<file path="src/hw/timer_io_pkg.sv">
// Purpose: shared constants for the timer pin I/O control decode block
// Assumes: 32-bit AHB-Lite register bus, word aligned registers
// Notes: register offsets are byte addresses
package timer_io_pkg;
   // register byte offsets
   localparam logic [7:0] OFS_CH5_IO = 8'h00;
   localparam logic [7:0] OFS_CH0_IO_HIGH = 8'h04;
   localparam logic [7:0] OFS_CH0_IO_LOW = 8'h08;
   localparam logic [7:0] OFS_CH0_MODE = 8'h0c;
   localparam logic [7:0] OFS_IRQ_STATUS = 8'h10;
   localparam logic [7:0] OFS_IRQ_MASK = 8'h14;
   localparam logic [7:0] OFS_PIN_STATE = 8'h18;
   localparam logic [7:0] OFS_GEN_REG0 = 8'h1c;
   localparam logic [7:0] OFS_GEN_REG1 = 8'h20;
   localparam logic [7:0] OFS_GEN_REG2 = 8'h24;
   // field positions
   localparam int FIELD_B_LSB = 4;
   localparam int FIELD_AC_LSB = 0;
   localparam int BUF_A_BIT = 0;
   localparam int IRQ_CAP_LSB = 0;
   localparam int IRQ_CMP_LSB = 3;
   localparam int PIN_OE_LSB = 3;
   // reset values
   localparam logic [7:0] IO_CTRL_RESET = 8'h00;
   localparam logic [7:0] MODE_RESET = 8'h00;
   localparam logic [5:0] IRQ_RESET = 6'h00;
   // field indices
   localparam int NUM_FIELDS = 3;
   localparam int IDX_CH5_B = 0;
   localparam int IDX_CH0_A = 1;
   localparam int IDX_CH0_C = 2;
   // action taken on a compare match, from the two low code bits
   typedef enum logic [1:0] {
      ACT_NONE = 2'b00,
      ACT_LOW = 2'b01,
      ACT_HIGH = 2'b10,
      ACT_TOGGLE = 2'b11
   } match_action_t;

   // a code with bit 3 set makes the general register a capture register
   function automatic logic is_capture(input logic [3:0] code);
      return code[3];
   endfunction
endpackage

</file>
<file path="src/hw/timer_io_field.sv">
// Purpose: one pin I/O control field: pin level, oe and capture trigger
// Assumes: pin input and trigger inputs are synchronous to ref_clk
// Notes: code_load pulses in the first cycle the new code is visible
`timescale 1ns/100ps
`default_nettype none
module timer_io_field
   import timer_io_pkg::*;
#(
   parameter int CNT_W = 16,
   parameter bit INTERNAL_SRC = 1'b0
) (
   // clock and reset
   input wire logic ref_clk,
   input wire logic resetn,
   // control
   input wire logic [3:0] code,
   input wire logic code_load,
   input wire logic blocked,
   // timer events
   input wire logic compare_match,
   input wire logic internal_trig,
   input wire logic [CNT_W-1:0] counter,
   // software access to the general register
   input wire logic gr_wr,
   input wire logic [CNT_W-1:0] gr_wdata,
   // pin and results
   input wire logic pin_in,
   output logic pin_out,
   output logic pin_oe,
   output logic capture_pulse,
   output logic compare_pulse,
   output logic [CNT_W-1:0] general_reg
);
   logic pin_reg, pin_next, oe_reg, oe_next, prev_reg, prev_next;
   logic cap_reg, cap_next, cmp_reg, cmp_next;
   logic [CNT_W-1:0] gr_reg, gr_next;
   logic out_mode, edge_hit;
   match_action_t act;

   // next pin level, enable and capture decision
   always_comb begin
      out_mode = !is_capture(code);
      act = match_action_t'(code[1:0]);
      pin_next = pin_reg;
      oe_next = out_mode && (act != ACT_NONE);
      prev_next = pin_in;
      // buffer use of the register suppresses both functions
      cmp_next = out_mode && compare_match && !blocked && (act != ACT_NONE);
      if (code_load && out_mode) begin
         pin_next = code[2];
      end else if (cmp_next) begin
         case (act)
            ACT_LOW: pin_next = 1'b0;
            ACT_HIGH: pin_next = 1'b1;
            ACT_TOGGLE: pin_next = !pin_reg;
            default: pin_next = pin_reg;
         endcase
      end
      if (code[2]) begin
         // internal source only where the field offers one
         edge_hit = INTERNAL_SRC && internal_trig;
      end else if (code[1]) begin
         edge_hit = pin_in != prev_reg;
      end else if (code[0]) begin
         edge_hit = prev_reg && !pin_in;
      end else begin
         edge_hit = !prev_reg && pin_in;
      end
      cap_next = is_capture(code) && !blocked && edge_hit;
      // a capture wins over a software write in the same cycle
      if (cap_next) begin
         gr_next = counter;
      end else if (gr_wr) begin
         gr_next = gr_wdata;
      end else begin
         gr_next = gr_reg;
      end
   end

   // registers only
   always_ff @(posedge ref_clk) begin
      if (!resetn) begin
         pin_reg <= 1'b0;
         oe_reg <= 1'b0;
         prev_reg <= 1'b0;
         cap_reg <= 1'b0;
         cmp_reg <= 1'b0;
         gr_reg <= '0;
      end else begin
         pin_reg <= pin_next;
         oe_reg <= oe_next;
         prev_reg <= prev_next;
         cap_reg <= cap_next;
         cmp_reg <= cmp_next;
         gr_reg <= gr_next;
      end
   end

   assign pin_out = pin_reg;
   assign pin_oe = oe_reg;
   assign capture_pulse = cap_reg;
   assign compare_pulse = cmp_reg;
   assign general_reg = gr_reg;
endmodule
`default_nettype wire

</file>
<file path="src/hw/timer_io_control_decode.sv">
// Purpose: timer pin I/O control decode for three general registers
// Assumes: AHB-Lite slave, zero wait states, single word transfers
// Notes: field 0 is channel 5 B, 1 is channel 0 A, 2 is channel 0 C
// Function
// - codes 0000/0100 disable; 0001-0011 start low
// - codes 0101-0111 compare, pin starts high
// - low bits 01: pin low on match
// - low bits 10: pin high on match
// - low bits 11: pin toggles on match
// - code 1000 captures on rising pin edge
// - code 1001 captures on falling pin edge
// - code 101x captures on both edges
// - field A 11xx captures on channel 1 count
// - buffer mode blocks field C functions
`timescale 1ns/100ps
`default_nettype none
module timer_io_control_decode
   import timer_io_pkg::*;
#(
   parameter int CNT_W = 16
) (
   // clock and reset
   input wire logic ref_clk,
   input wire logic resetn,
   // ahb-lite slave
   input wire logic hsel,
   input wire logic [7:0] haddr,
   input wire logic [1:0] htrans,
   input wire logic hwrite,
   input wire logic [2:0] hsize,
   input wire logic [31:0] hwdata,
   input wire logic hready,
   output logic [31:0] hrdata,
   output logic hreadyout,
   output logic hresp,
   // timer events and counters; compare match one bit per field, one shared channel 1 count
   input wire logic [NUM_FIELDS-1:0] compare_match,
   input wire logic ch1_count_event,
   input wire logic [CNT_W-1:0] ch5_counter,
   input wire logic [CNT_W-1:0] ch0_counter,
   // pins, one bit per field
   input wire logic [NUM_FIELDS-1:0] pin_in,
   output logic [NUM_FIELDS-1:0] pin_out,
   output logic [NUM_FIELDS-1:0] pin_oe,
   // capture strobes and interrupt
   output logic [NUM_FIELDS-1:0] capture_pulse,
   output logic irq
);
   logic [7:0] io5_reg, io5_next, ioh_reg, ioh_next, iol_reg, iol_next;
   logic [7:0] mode_reg, mode_next;
   logic [5:0] status_reg, status_next, mask_reg, mask_next;
   logic [7:0] addr_reg, addr_next;
   logic wr_pend_reg, wr_pend_next;
   logic [31:0] rdata_reg, rdata_next;
   logic [NUM_FIELDS-1:0] load_reg, load_next, gr_wr, cmp_pulse, blocked;
   logic [3:0] codes [NUM_FIELDS];
   logic [CNT_W-1:0] gen_regs [NUM_FIELDS];
   logic [CNT_W-1:0] counters [NUM_FIELDS];
   logic [CNT_W-1:0] gr_wdata;
   logic wr_now, rd_take;

   // each code sits in its own nibble of its control register
   assign codes[IDX_CH5_B] = io5_reg[FIELD_B_LSB+3:FIELD_B_LSB];
   assign codes[IDX_CH0_A] = ioh_reg[FIELD_AC_LSB+3:FIELD_AC_LSB];
   assign codes[IDX_CH0_C] = iol_reg[FIELD_AC_LSB+3:FIELD_AC_LSB];
   assign counters[IDX_CH5_B] = ch5_counter;
   assign counters[IDX_CH0_A] = ch0_counter;
   assign counters[IDX_CH0_C] = ch0_counter;
   // only the C register can serve as buffer of A
   assign blocked[IDX_CH5_B] = 1'b0;
   assign blocked[IDX_CH0_A] = 1'b0;
   assign blocked[IDX_CH0_C] = mode_reg[BUF_A_BIT];
   assign gr_wdata = hwdata[CNT_W-1:0];
   assign wr_now = wr_pend_reg;

   // data-phase write strobes for the general registers
   always_comb begin
      gr_wr = '0;
      if (wr_now) begin
         if (addr_reg == OFS_GEN_REG0) begin
            gr_wr[0] = 1'b1;
         end else if (addr_reg == OFS_GEN_REG1) begin
            gr_wr[1] = 1'b1;
         end else if (addr_reg == OFS_GEN_REG2) begin
            gr_wr[2] = 1'b1;
         end
      end
   end

   // one decoder per field; the A and C fields of channel 0 may capture
   // on channel 1 counting, the channel 5 field has no such source
   genvar gi;
   generate
      for (gi = 0; gi < NUM_FIELDS; gi++) begin : g_field
         timer_io_field #(
            .CNT_W(CNT_W),
            .INTERNAL_SRC(gi != IDX_CH5_B)
         ) u_field (
            .ref_clk(ref_clk),
            .resetn(resetn),
            .code(codes[gi]),
            .code_load(load_reg[gi]),
            .blocked(blocked[gi]),
            .compare_match(compare_match[gi]),
            .internal_trig(ch1_count_event),
            .counter(counters[gi]),
            .gr_wr(gr_wr[gi]),
            .gr_wdata(gr_wdata),
            .pin_in(pin_in[gi]),
            .pin_out(pin_out[gi]),
            .pin_oe(pin_oe[gi]),
            .capture_pulse(capture_pulse[gi]),
            .compare_pulse(cmp_pulse[gi]),
            .general_reg(gen_regs[gi])
         );
      end
   endgenerate

   // bus address phase, register writes and read data
   always_comb begin
      rd_take = hsel && hready && htrans[1];
      addr_next = rd_take ? haddr : addr_reg;
      wr_pend_next = rd_take && hwrite;
      io5_next = io5_reg;
      ioh_next = ioh_reg;
      iol_next = iol_reg;
      mode_next = mode_reg;
      mask_next = mask_reg;
      load_next = '0;
      // events always land, even on the cycle software clears them
      status_next = status_reg;
      if (wr_now) begin
         if (addr_reg == OFS_CH5_IO) begin
            io5_next = hwdata[7:0];
            load_next[IDX_CH5_B] = 1'b1;
         end else if (addr_reg == OFS_CH0_IO_HIGH) begin
            ioh_next = hwdata[7:0];
            load_next[IDX_CH0_A] = 1'b1;
         end else if (addr_reg == OFS_CH0_IO_LOW) begin
            iol_next = hwdata[7:0];
            load_next[IDX_CH0_C] = 1'b1;
         end else if (addr_reg == OFS_CH0_MODE) begin
            mode_next = hwdata[7:0];
         end else if (addr_reg == OFS_IRQ_STATUS) begin
            status_next = status_reg & ~hwdata[5:0];
         end else if (addr_reg == OFS_IRQ_MASK) begin
            mask_next = hwdata[5:0];
         end
      end
      status_next[IRQ_CAP_LSB +: NUM_FIELDS] =
         status_next[IRQ_CAP_LSB +: NUM_FIELDS] | capture_pulse;
      status_next[IRQ_CMP_LSB +: NUM_FIELDS] =
         status_next[IRQ_CMP_LSB +: NUM_FIELDS] | cmp_pulse;
      // read data is fetched in the address phase so no wait is needed
      rdata_next = 32'h0000_0000;
      if (rd_take && !hwrite) begin
         if (haddr == OFS_CH5_IO) begin
            rdata_next[7:0] = io5_reg;
         end else if (haddr == OFS_CH0_IO_HIGH) begin
            rdata_next[7:0] = ioh_reg;
         end else if (haddr == OFS_CH0_IO_LOW) begin
            rdata_next[7:0] = iol_reg;
         end else if (haddr == OFS_CH0_MODE) begin
            rdata_next[7:0] = mode_reg;
         end else if (haddr == OFS_IRQ_STATUS) begin
            rdata_next[5:0] = status_reg;
         end else if (haddr == OFS_IRQ_MASK) begin
            rdata_next[5:0] = mask_reg;
         end else if (haddr == OFS_PIN_STATE) begin
            rdata_next[PIN_OE_LSB +: NUM_FIELDS] = pin_oe;
            rdata_next[NUM_FIELDS-1:0] = pin_out;
         end else if (haddr == OFS_GEN_REG0) begin
            rdata_next[CNT_W-1:0] = gen_regs[0];
         end else if (haddr == OFS_GEN_REG1) begin
            rdata_next[CNT_W-1:0] = gen_regs[1];
         end else if (haddr == OFS_GEN_REG2) begin
            rdata_next[CNT_W-1:0] = gen_regs[2];
         end
      end
   end

   // registers only
   always_ff @(posedge ref_clk) begin
      if (!resetn) begin
         io5_reg <= IO_CTRL_RESET;
         ioh_reg <= IO_CTRL_RESET;
         iol_reg <= IO_CTRL_RESET;
         mode_reg <= MODE_RESET;
         status_reg <= IRQ_RESET;
         mask_reg <= IRQ_RESET;
         addr_reg <= 8'h00;
         wr_pend_reg <= 1'b0;
         rdata_reg <= 32'h0000_0000;
         load_reg <= '0;
      end else begin
         io5_reg <= io5_next;
         ioh_reg <= ioh_next;
         iol_reg <= iol_next;
         mode_reg <= mode_next;
         status_reg <= status_next;
         mask_reg <= mask_next;
         addr_reg <= addr_next;
         wr_pend_reg <= wr_pend_next;
         rdata_reg <= rdata_next;
         load_reg <= load_next;
      end
   end

   // never stalls and never errors; unmapped reads give zero
   assign hrdata = rdata_reg;
   assign hreadyout = 1'b1;
   assign hresp = 1'b0;
   assign irq = |(status_reg & mask_reg);
endmodule
`default_nettype wire

</file>
<file path="config.mk">
export PLATFORM = sky130hd
export DESIGN_NAME = timer_io_control_decode
export DESIGN_NICKNAME = d
export VERILOG_FILES = /design/src/hw/timer_io_pkg.sv /design/src/hw/timer_io_field.sv /design/src/hw/timer_io_control_decode.sv
export SDC_FILE = /design/constraint.sdc
export NUM_CORES = 1
export LEC_CHECK = 0
export ABC_AREA = 1
export BUFFER_PORTS_ARGS = -buffer_cell sky130_fd_sc_hd__clkbuf_2
export CORE_ASPECT_RATIO = 1.75
export CORE_MARGIN = 2
export CORE_UTILIZATION = 30
export DETAILED_ROUTE_END_ITERATION = 12
export GPL_ROUTABILITY_DRIVEN = 0
export REMOVE_ABC_BUFFERS = 1
export SYNTH_ARGS = -nofsm -noshare
export SYNTH_HDL_FRONTEND = slang
export SYNTH_SLANG_ARGS = --single-unit
</file>
<file path="constraint.sdc">
create_clock -name ref_clk -period 2 [get_ports ref_clk]
set_input_delay 0 -clock ref_clk [delete_from_list [all_inputs] [get_ports ref_clk]]
set_output_delay 0 -clock ref_clk [all_outputs]
set_load 0.02 [all_outputs]
</file>
Word level (Yosys, flattened, before mapping):

Index checks and enable logic that the tools add are counted.

* register bits after elaboration: 151
* input port bits: 89
* output and inout bits: 44
* logic and storage cells: 195

* equal/unequal tests: 29
* muxes and demuxes: 52
* bitwise operators: 13
* reductions and logical operators: 69

Operators by type and width (count)
* two-way mux 16 bit: 9
* == test 8 x 5 -> 1 bit, second input constant: 7
* two-way mux 6 bit: 9
* == test 8 x 4 -> 1 bit, second input constant: 4
* == test 8 x 6 -> 1 bit, second input constant: 4
* two-way mux 8 bit: 4
* two-way mux 10 bit: 3
* logical AND 1 bit: 27
* two-way mux 1 bit: 22
* nonzero test 2 bit: 9
* == test 8 x 3 -> 1 bit, second input constant: 2
* logical NOT 8 bit: 2
* logical NOT 1 bit: 14
* bitwise AND 6 bit: 2
* == test 2 bit, second input constant: 6
* AND reduction 2 bit: 6
* nonzero test 4 bit: 3
* case mux 1 bit (3 select lines): 3
* OR reduction 9 bit: 1
* NOT 1 bit: 8
* AND reduction 7 bit: 1
* == test 2 x 1 -> 1 bit, second input constant: 3
* NOT 6 bit: 1
* OR 3 bit: 2
* 9 further kinds: 11

Longest topological paths before layout:

* depth in word-level cells: 11
* gate-level depth with buffers: 13
* mapped depth without buffers: 12

Cells and area by module:

Synthesis repeated with hierarchy kept, for this count alone.

* cell total of the unflattened synthesis: 1052
* area total of the unflattened synthesis: 7193.1 µm²

Modules (own cells, without submodules)
* timer_io_control_decode: times used 1, cells each 520, area an instance 3618.5 µm², sequential area each 1441.4 µm²
* timer_io_field at g_field[1].u_field ...: times used 2, cells each 178, area an instance 1209.9 µm², sequential area each 420.4 µm²
* timer_io_field at g_field[0].u_field: times used 1, cells each 176, area an instance 1154.9 µm², sequential area each 420.4 µm²

Least setup slack after synthesis:

No wires, ideal clock.

* path type: register -> register
* start: reg g_field[0].u_field.prev_reg
* end: reg g_field[0].u_field.gr_reg[4]
* library setup time: 0.132 ns
* arrival: 1.469 ns
* data required time: 1.868 ns
* path slack: 0.398 ns
* cell stages (with the launch flop): 9
* buffers on the path: 1
* period minus slack after synthesis: 1.602 ns
* cell sequence: dfxtp_1 ha_1 a211oi_1 nand3_2 buf_2 nand2_1 nor2_1 a21oi_1 a21oi_1

* word-level cells in the longest chain between the ends: 7
* elaborated cells between the ends (all ways): 10
* classes of those cells: 1 x eq/ne; 4 x mux; 5 x reduce/logical

RTL lines
* start, declared: RTL line timer_io_field.sv:34 `logic pin_reg, pin_next, oe_reg, oe_next, prev_reg, prev_next;`
* start signal, assigned: RTL line timer_io_field.sv:92 `prev_reg <= prev_next;`
* logical NOT 1 bit: RTL line timer_io_field.sv:67 `edge_hit = !prev_reg && pin_in;`
* logical AND 1 bit: RTL line timer_io_field.sv:67
* two-way mux 1 bit: RTL line timer_io_field.sv:64 `end else if (code[0]) begin`
* two-way mux 1 bit *: RTL line timer_io_field.sv:62 `end else if (code[1]) begin`
* two-way mux 1 bit *: RTL line timer_io_field.sv:59 `if (code[2]) begin`
* logical AND 1 bit *: RTL line timer_io_field.sv:69 `cap_next = is_capture(code) && !blocked && edge_hit;`
* two-way mux 16 bit / nonzero test 2 bit (equally long branches)
* end signal, assigned: RTL line timer_io_field.sv:95 `gr_reg <= gr_next;`
* end, declared: RTL line timer_io_field.sv:36 `logic [CNT_W-1:0] gr_reg, gr_next;`

Mark *: on every way between the ends. The rest lies on a longest branch, timed or not.
A chain may end at the register's enable or synchronous reset.

Worst setup path after layout:

* start: in haddr[6]
* end: reg rdata_reg[7], in the netlist hrdata[7]

* word-level cells in the longest chain between the ends: 11
* elaborated cells between the ends (all ways): 20
* classes of those cells: 9 x eq/ne; 10 x mux; 1 x reduce/logical

RTL lines
* start, declared: RTL line timer_io_control_decode.sv:27 `input wire logic [7:0] haddr,`
* == test 8 x 6 -> 1 bit: RTL line timer_io_control_decode.sv:176 `end else if (haddr == OFS_GEN_REG2) begin`
* two-way mux 16 bit: RTL line timer_io_control_decode.sv:176
* two-way mux 16 bit: RTL line timer_io_control_decode.sv:174 `end else if (haddr == OFS_GEN_REG1) begin`
* two-way mux 16 bit: RTL line timer_io_control_decode.sv:172 `end else if (haddr == OFS_GEN_REG0) begin`
* two-way mux 10 bit: RTL line timer_io_control_decode.sv:169 `end else if (haddr == OFS_PIN_STATE) begin`
* two-way mux 10 bit: RTL line timer_io_control_decode.sv:167 `end else if (haddr == OFS_IRQ_MASK) begin`
* two-way mux 10 bit: RTL line timer_io_control_decode.sv:165 `end else if (haddr == OFS_IRQ_STATUS) begin`
* two-way mux 8 bit: RTL line timer_io_control_decode.sv:163 `end else if (haddr == OFS_CH0_MODE) begin`
* two-way mux 8 bit: RTL line timer_io_control_decode.sv:161 `end else if (haddr == OFS_CH0_IO_LOW) begin`
* two-way mux 8 bit: RTL line timer_io_control_decode.sv:159 `end else if (haddr == OFS_CH0_IO_HIGH) begin`
* two-way mux 8 bit *: RTL line timer_io_control_decode.sv:157 `if (haddr == OFS_CH5_IO) begin`
* end signal, assigned: RTL line timer_io_control_decode.sv:204 `rdata_reg <= rdata_next;`
* end, declared: RTL line timer_io_control_decode.sv:54 `logic [31:0] rdata_reg, rdata_next;`

Marks and branches as above.

==> flow_summary.json <==
{
  "num_io_pins": 133,
  "synth_top_family_by_area": "simple AND/OR/NAND/NOR gates",
  "n_fill_cell": 2304,
  "setup_viol": 0,
  "cap_viol_max_count": 0,
  "clockBufferDepth": 2,
  "status": "finished clean",
  "nets": 1188,
  "vdd_drop_max_mv": 0.4903,
  "htreeDepth": 4,
  "synth-seq-cells": 135,
  "cp-endpoint": "hrdata[7]",
  "vias": 6770,
  "fin_skew_ps": 11.58,
  "maxSlewViolCount": 0,
  "tritoncts": "yes",
  "dp_slack_ps": 228.5,
  "total_leakage_power_uw": 0.003848,
  "ys_types": 40,
  "critPathLaunchType": "input port",
  "clkTransAtPathRegs_ps": 60,
  "crit_required_ps": 2330,
  "power_density_nw_per_um2": 772.2,
  "r2r_start": "g_field[1].u_field.prev_reg",
  "synth_flop_cell": "dfxtp_1",
  "synth_area_um2": 6492,
  "first_global_vias": 6658,
  "grt_max_degree": 85,
  "setup_ws_ps": 161.6,
  "synth_warnings": 0,
  "io_buffer_count": 94,
  "final_layout_size_suffix_gt1_frac": 0.1683,
  "synth_area_per_cell_um2": 6.981,
  "worstPathMaxFanout": 7,
  "start_util": 0.3033,
  "crit_family": "buffers and inverters",
  "path_class": "in -> reg",
  "r2r-end": "g_field[1].u_field.general_reg[14]",
  "rrSetupSlack_ps": 180,
  "rsz0062_at_grt": "false",
  "viasPerCell": 4.846,
  "regArea_um2": 2703,
  "multiInputGateArea_um2": 3032,
  "crit_path_end_kind": "register",
  "ys_seq_area_frac": 0.4163,
  "dp_hpwl_um": 15710,
  "die_area_um2": 22880,
  "holdCritPathClass": "in -> reg",
  "yosys.area_share.simple": 0.2567,
  "antenna_left": 0,
  "fin_hold_ws_ps": 17.30,
  "synth_compound_area_frac": 0.1875,
  "grt_usage": 0.2004,
  "drtIter0Drc": 379,
  "path_cells": "dlygate4sd3_1, clkbuf_2, inv_1, nand2_1, nor2_1, buf_4, nand2_1, clkinv_1, a21oi_1, nand4_1, nand2_1, inv_1",
  "cp-startpoint": "haddr[6]",
  "worst-path-buf-inv": 6,
  "routed_wl_um": 22210,
  "clkLatencyLatePin_ps": 430,
  "max_stage_delay_ps": 550,
  "crit_top_cell": "nand2_1",
  "slew_headroom": 0.3895,
  "cp_slowest_cell": "dlygate4sd3_1",
  "cts_num_sinks": 135,
  "synth_edf_count": 0,
  "fp.dieH_um": 198.6,
  "coreArea_um2": 21410,
  "final_core_util": 0.3993,
  "worstRegToRegCells": 11,
  "cts_made_buffers": 17,
  "period_needed_ps": 1838,
  "synthCells": 930,
  "diodes": 0,
  "largest_register_ffs": 48,
  "post_cts_buffers": 0,
  "hold_violations": 0,
  "syn2layout_area_growth_pct": 31.66,
  "drc": 0,
  "synth-xor-area-share": 0,
  "grt_pass1_wl_um": 34590,
  "std_cell_rows": 71,
  "cts-root-buf": "clkbuf_16",
  "ys_async_sr_fraction": 0,
  "tns_ps": 0,
  "period_share": 0.9192,
  "die_w_um": 115.2,
  "wl_per_cell_um": 15.90,
  "synth_fa_ha_area_frac": 0.01156,
  "worst_pin_slew_ps": 915.7,
  "max_freq_ghz": 0.5439,
  "critPathArrivalTime_ps": 2160,
  "first_pass_iters": 5,
  "grt_overflow": 0,
  "path_depth": 12,
  "muxShareOfSynthArea": 0,
  "antenna_found_initial": 0
}
-- how the worst min path moves through the flow --
stage | startpoint | to | cells after the start
floorplan | pin_in[0] | g_field[0].u_field.prev_reg | 2
global placement | pin_in[2] | g_field[2].u_field.prev_reg | 3
detailed placement | pin_in[0] | g_field[0].u_field.prev_reg | 3
CTS | hwdata[0] | mask_reg[0] | 3
global route | hwdata[0] | mask_reg[0] | 3
finish | haddr[3] | addr_reg[3] | 3
-- where the power goes --
group,switching (uW),total (uW),internal (uW)
logic,277,463,186
registers,13.2,2720,2710
clock network,1230,3420,2180
total,1520,6600,5080
-- synthesized netlist by cell type (all sizes together), types with 3 or more instances --
master	count	area, um2
o211a	8	80.08
nor3	17	117.6
ha	6	75.07
o221ai	3	26.28
or2	5	31.29
dfxtp	135	2703
a31oi	5	31.28
o21ai	83	415.4
nand2	159	611.8
clkbuf	21	78.83
o22ai	18	112.6
nand3	70	365.4
clkinv	3	12.51
o211ai	4	30.03
inv	119	446.7
o31ai	3	22.52
nor2	121	476.7
buf	40	285.3
a21oi	95	475.5
nand4	9	56.30
-- logic make-up after synthesis --
group	Yosys count
other	2
buffers and inverters	183
and+or+nand+nor	382
adders and majority gates	6
AOI/OAI and AO/OA	222
DFF	135
-- repair_timing --
action | CTS | global route
hold buffers | 62 | 0
endpoints found under the setup margin | 0 | 1
hold endpoints to repair | 79 | 0
gates resized for setup | 0 | 1
-- routing by layer --
layer | GRT usage | part of all wire | vias up
met4 | 0.1316 | 0.063 | 0
met2 | 0.3529 | 0.50 | 284
li1 | - | - | 3313
met5 | 0 | 0 | -
met3 | 0.03991 | 0.058 | 86
met1 | 0.2131 | 0.38 | 3087
-- per-stage QoR --
stage	cell area, um2	std cells	power, uW
after detailed placement	7284	1304	3145
final	8548	1397	6601
after CTS	8543	1397	6621
after global placement	7284	1304	3144
after global routing	8548	1397	6815
after floorplan	6188	885	2939
-- layout by cell type, fill, tap and decap left out, drive strengths merged --
master,count
a211oi,1
a21oi,95
a221oi,1
a22oi,1
a31oi,5
buf,33
bufinv,4
clkbuf,114
clkinv,7
clkinvlp,2
conb,18
dfxtp,135
dlygate4sd3,62
ha,6
inv,120
nand2,159
nand3,70
nand3b,1
nand4,9
nor2,121
nor3,17
o211a,8
o211ai,4
o21ai,83
o221ai,3
o22ai,18
o31ai,3
or2,5
-- final cells by class --
type,instances,area share
timing repair buffer,189,0.1581
multi-input combinational,628,0.3547
clock buffer,20,0.05460
inverter,122,0.05372
tap,292,0.04274
sequential,135,0.3162
clock inverter,11,0.02005
-- worst min-delay path: cells and delay by family --
family,cells,cell delay [ps]
compound gates,2,220
buf+inv,1,180
No activity file was read; power rests on OpenSTA's default activity.
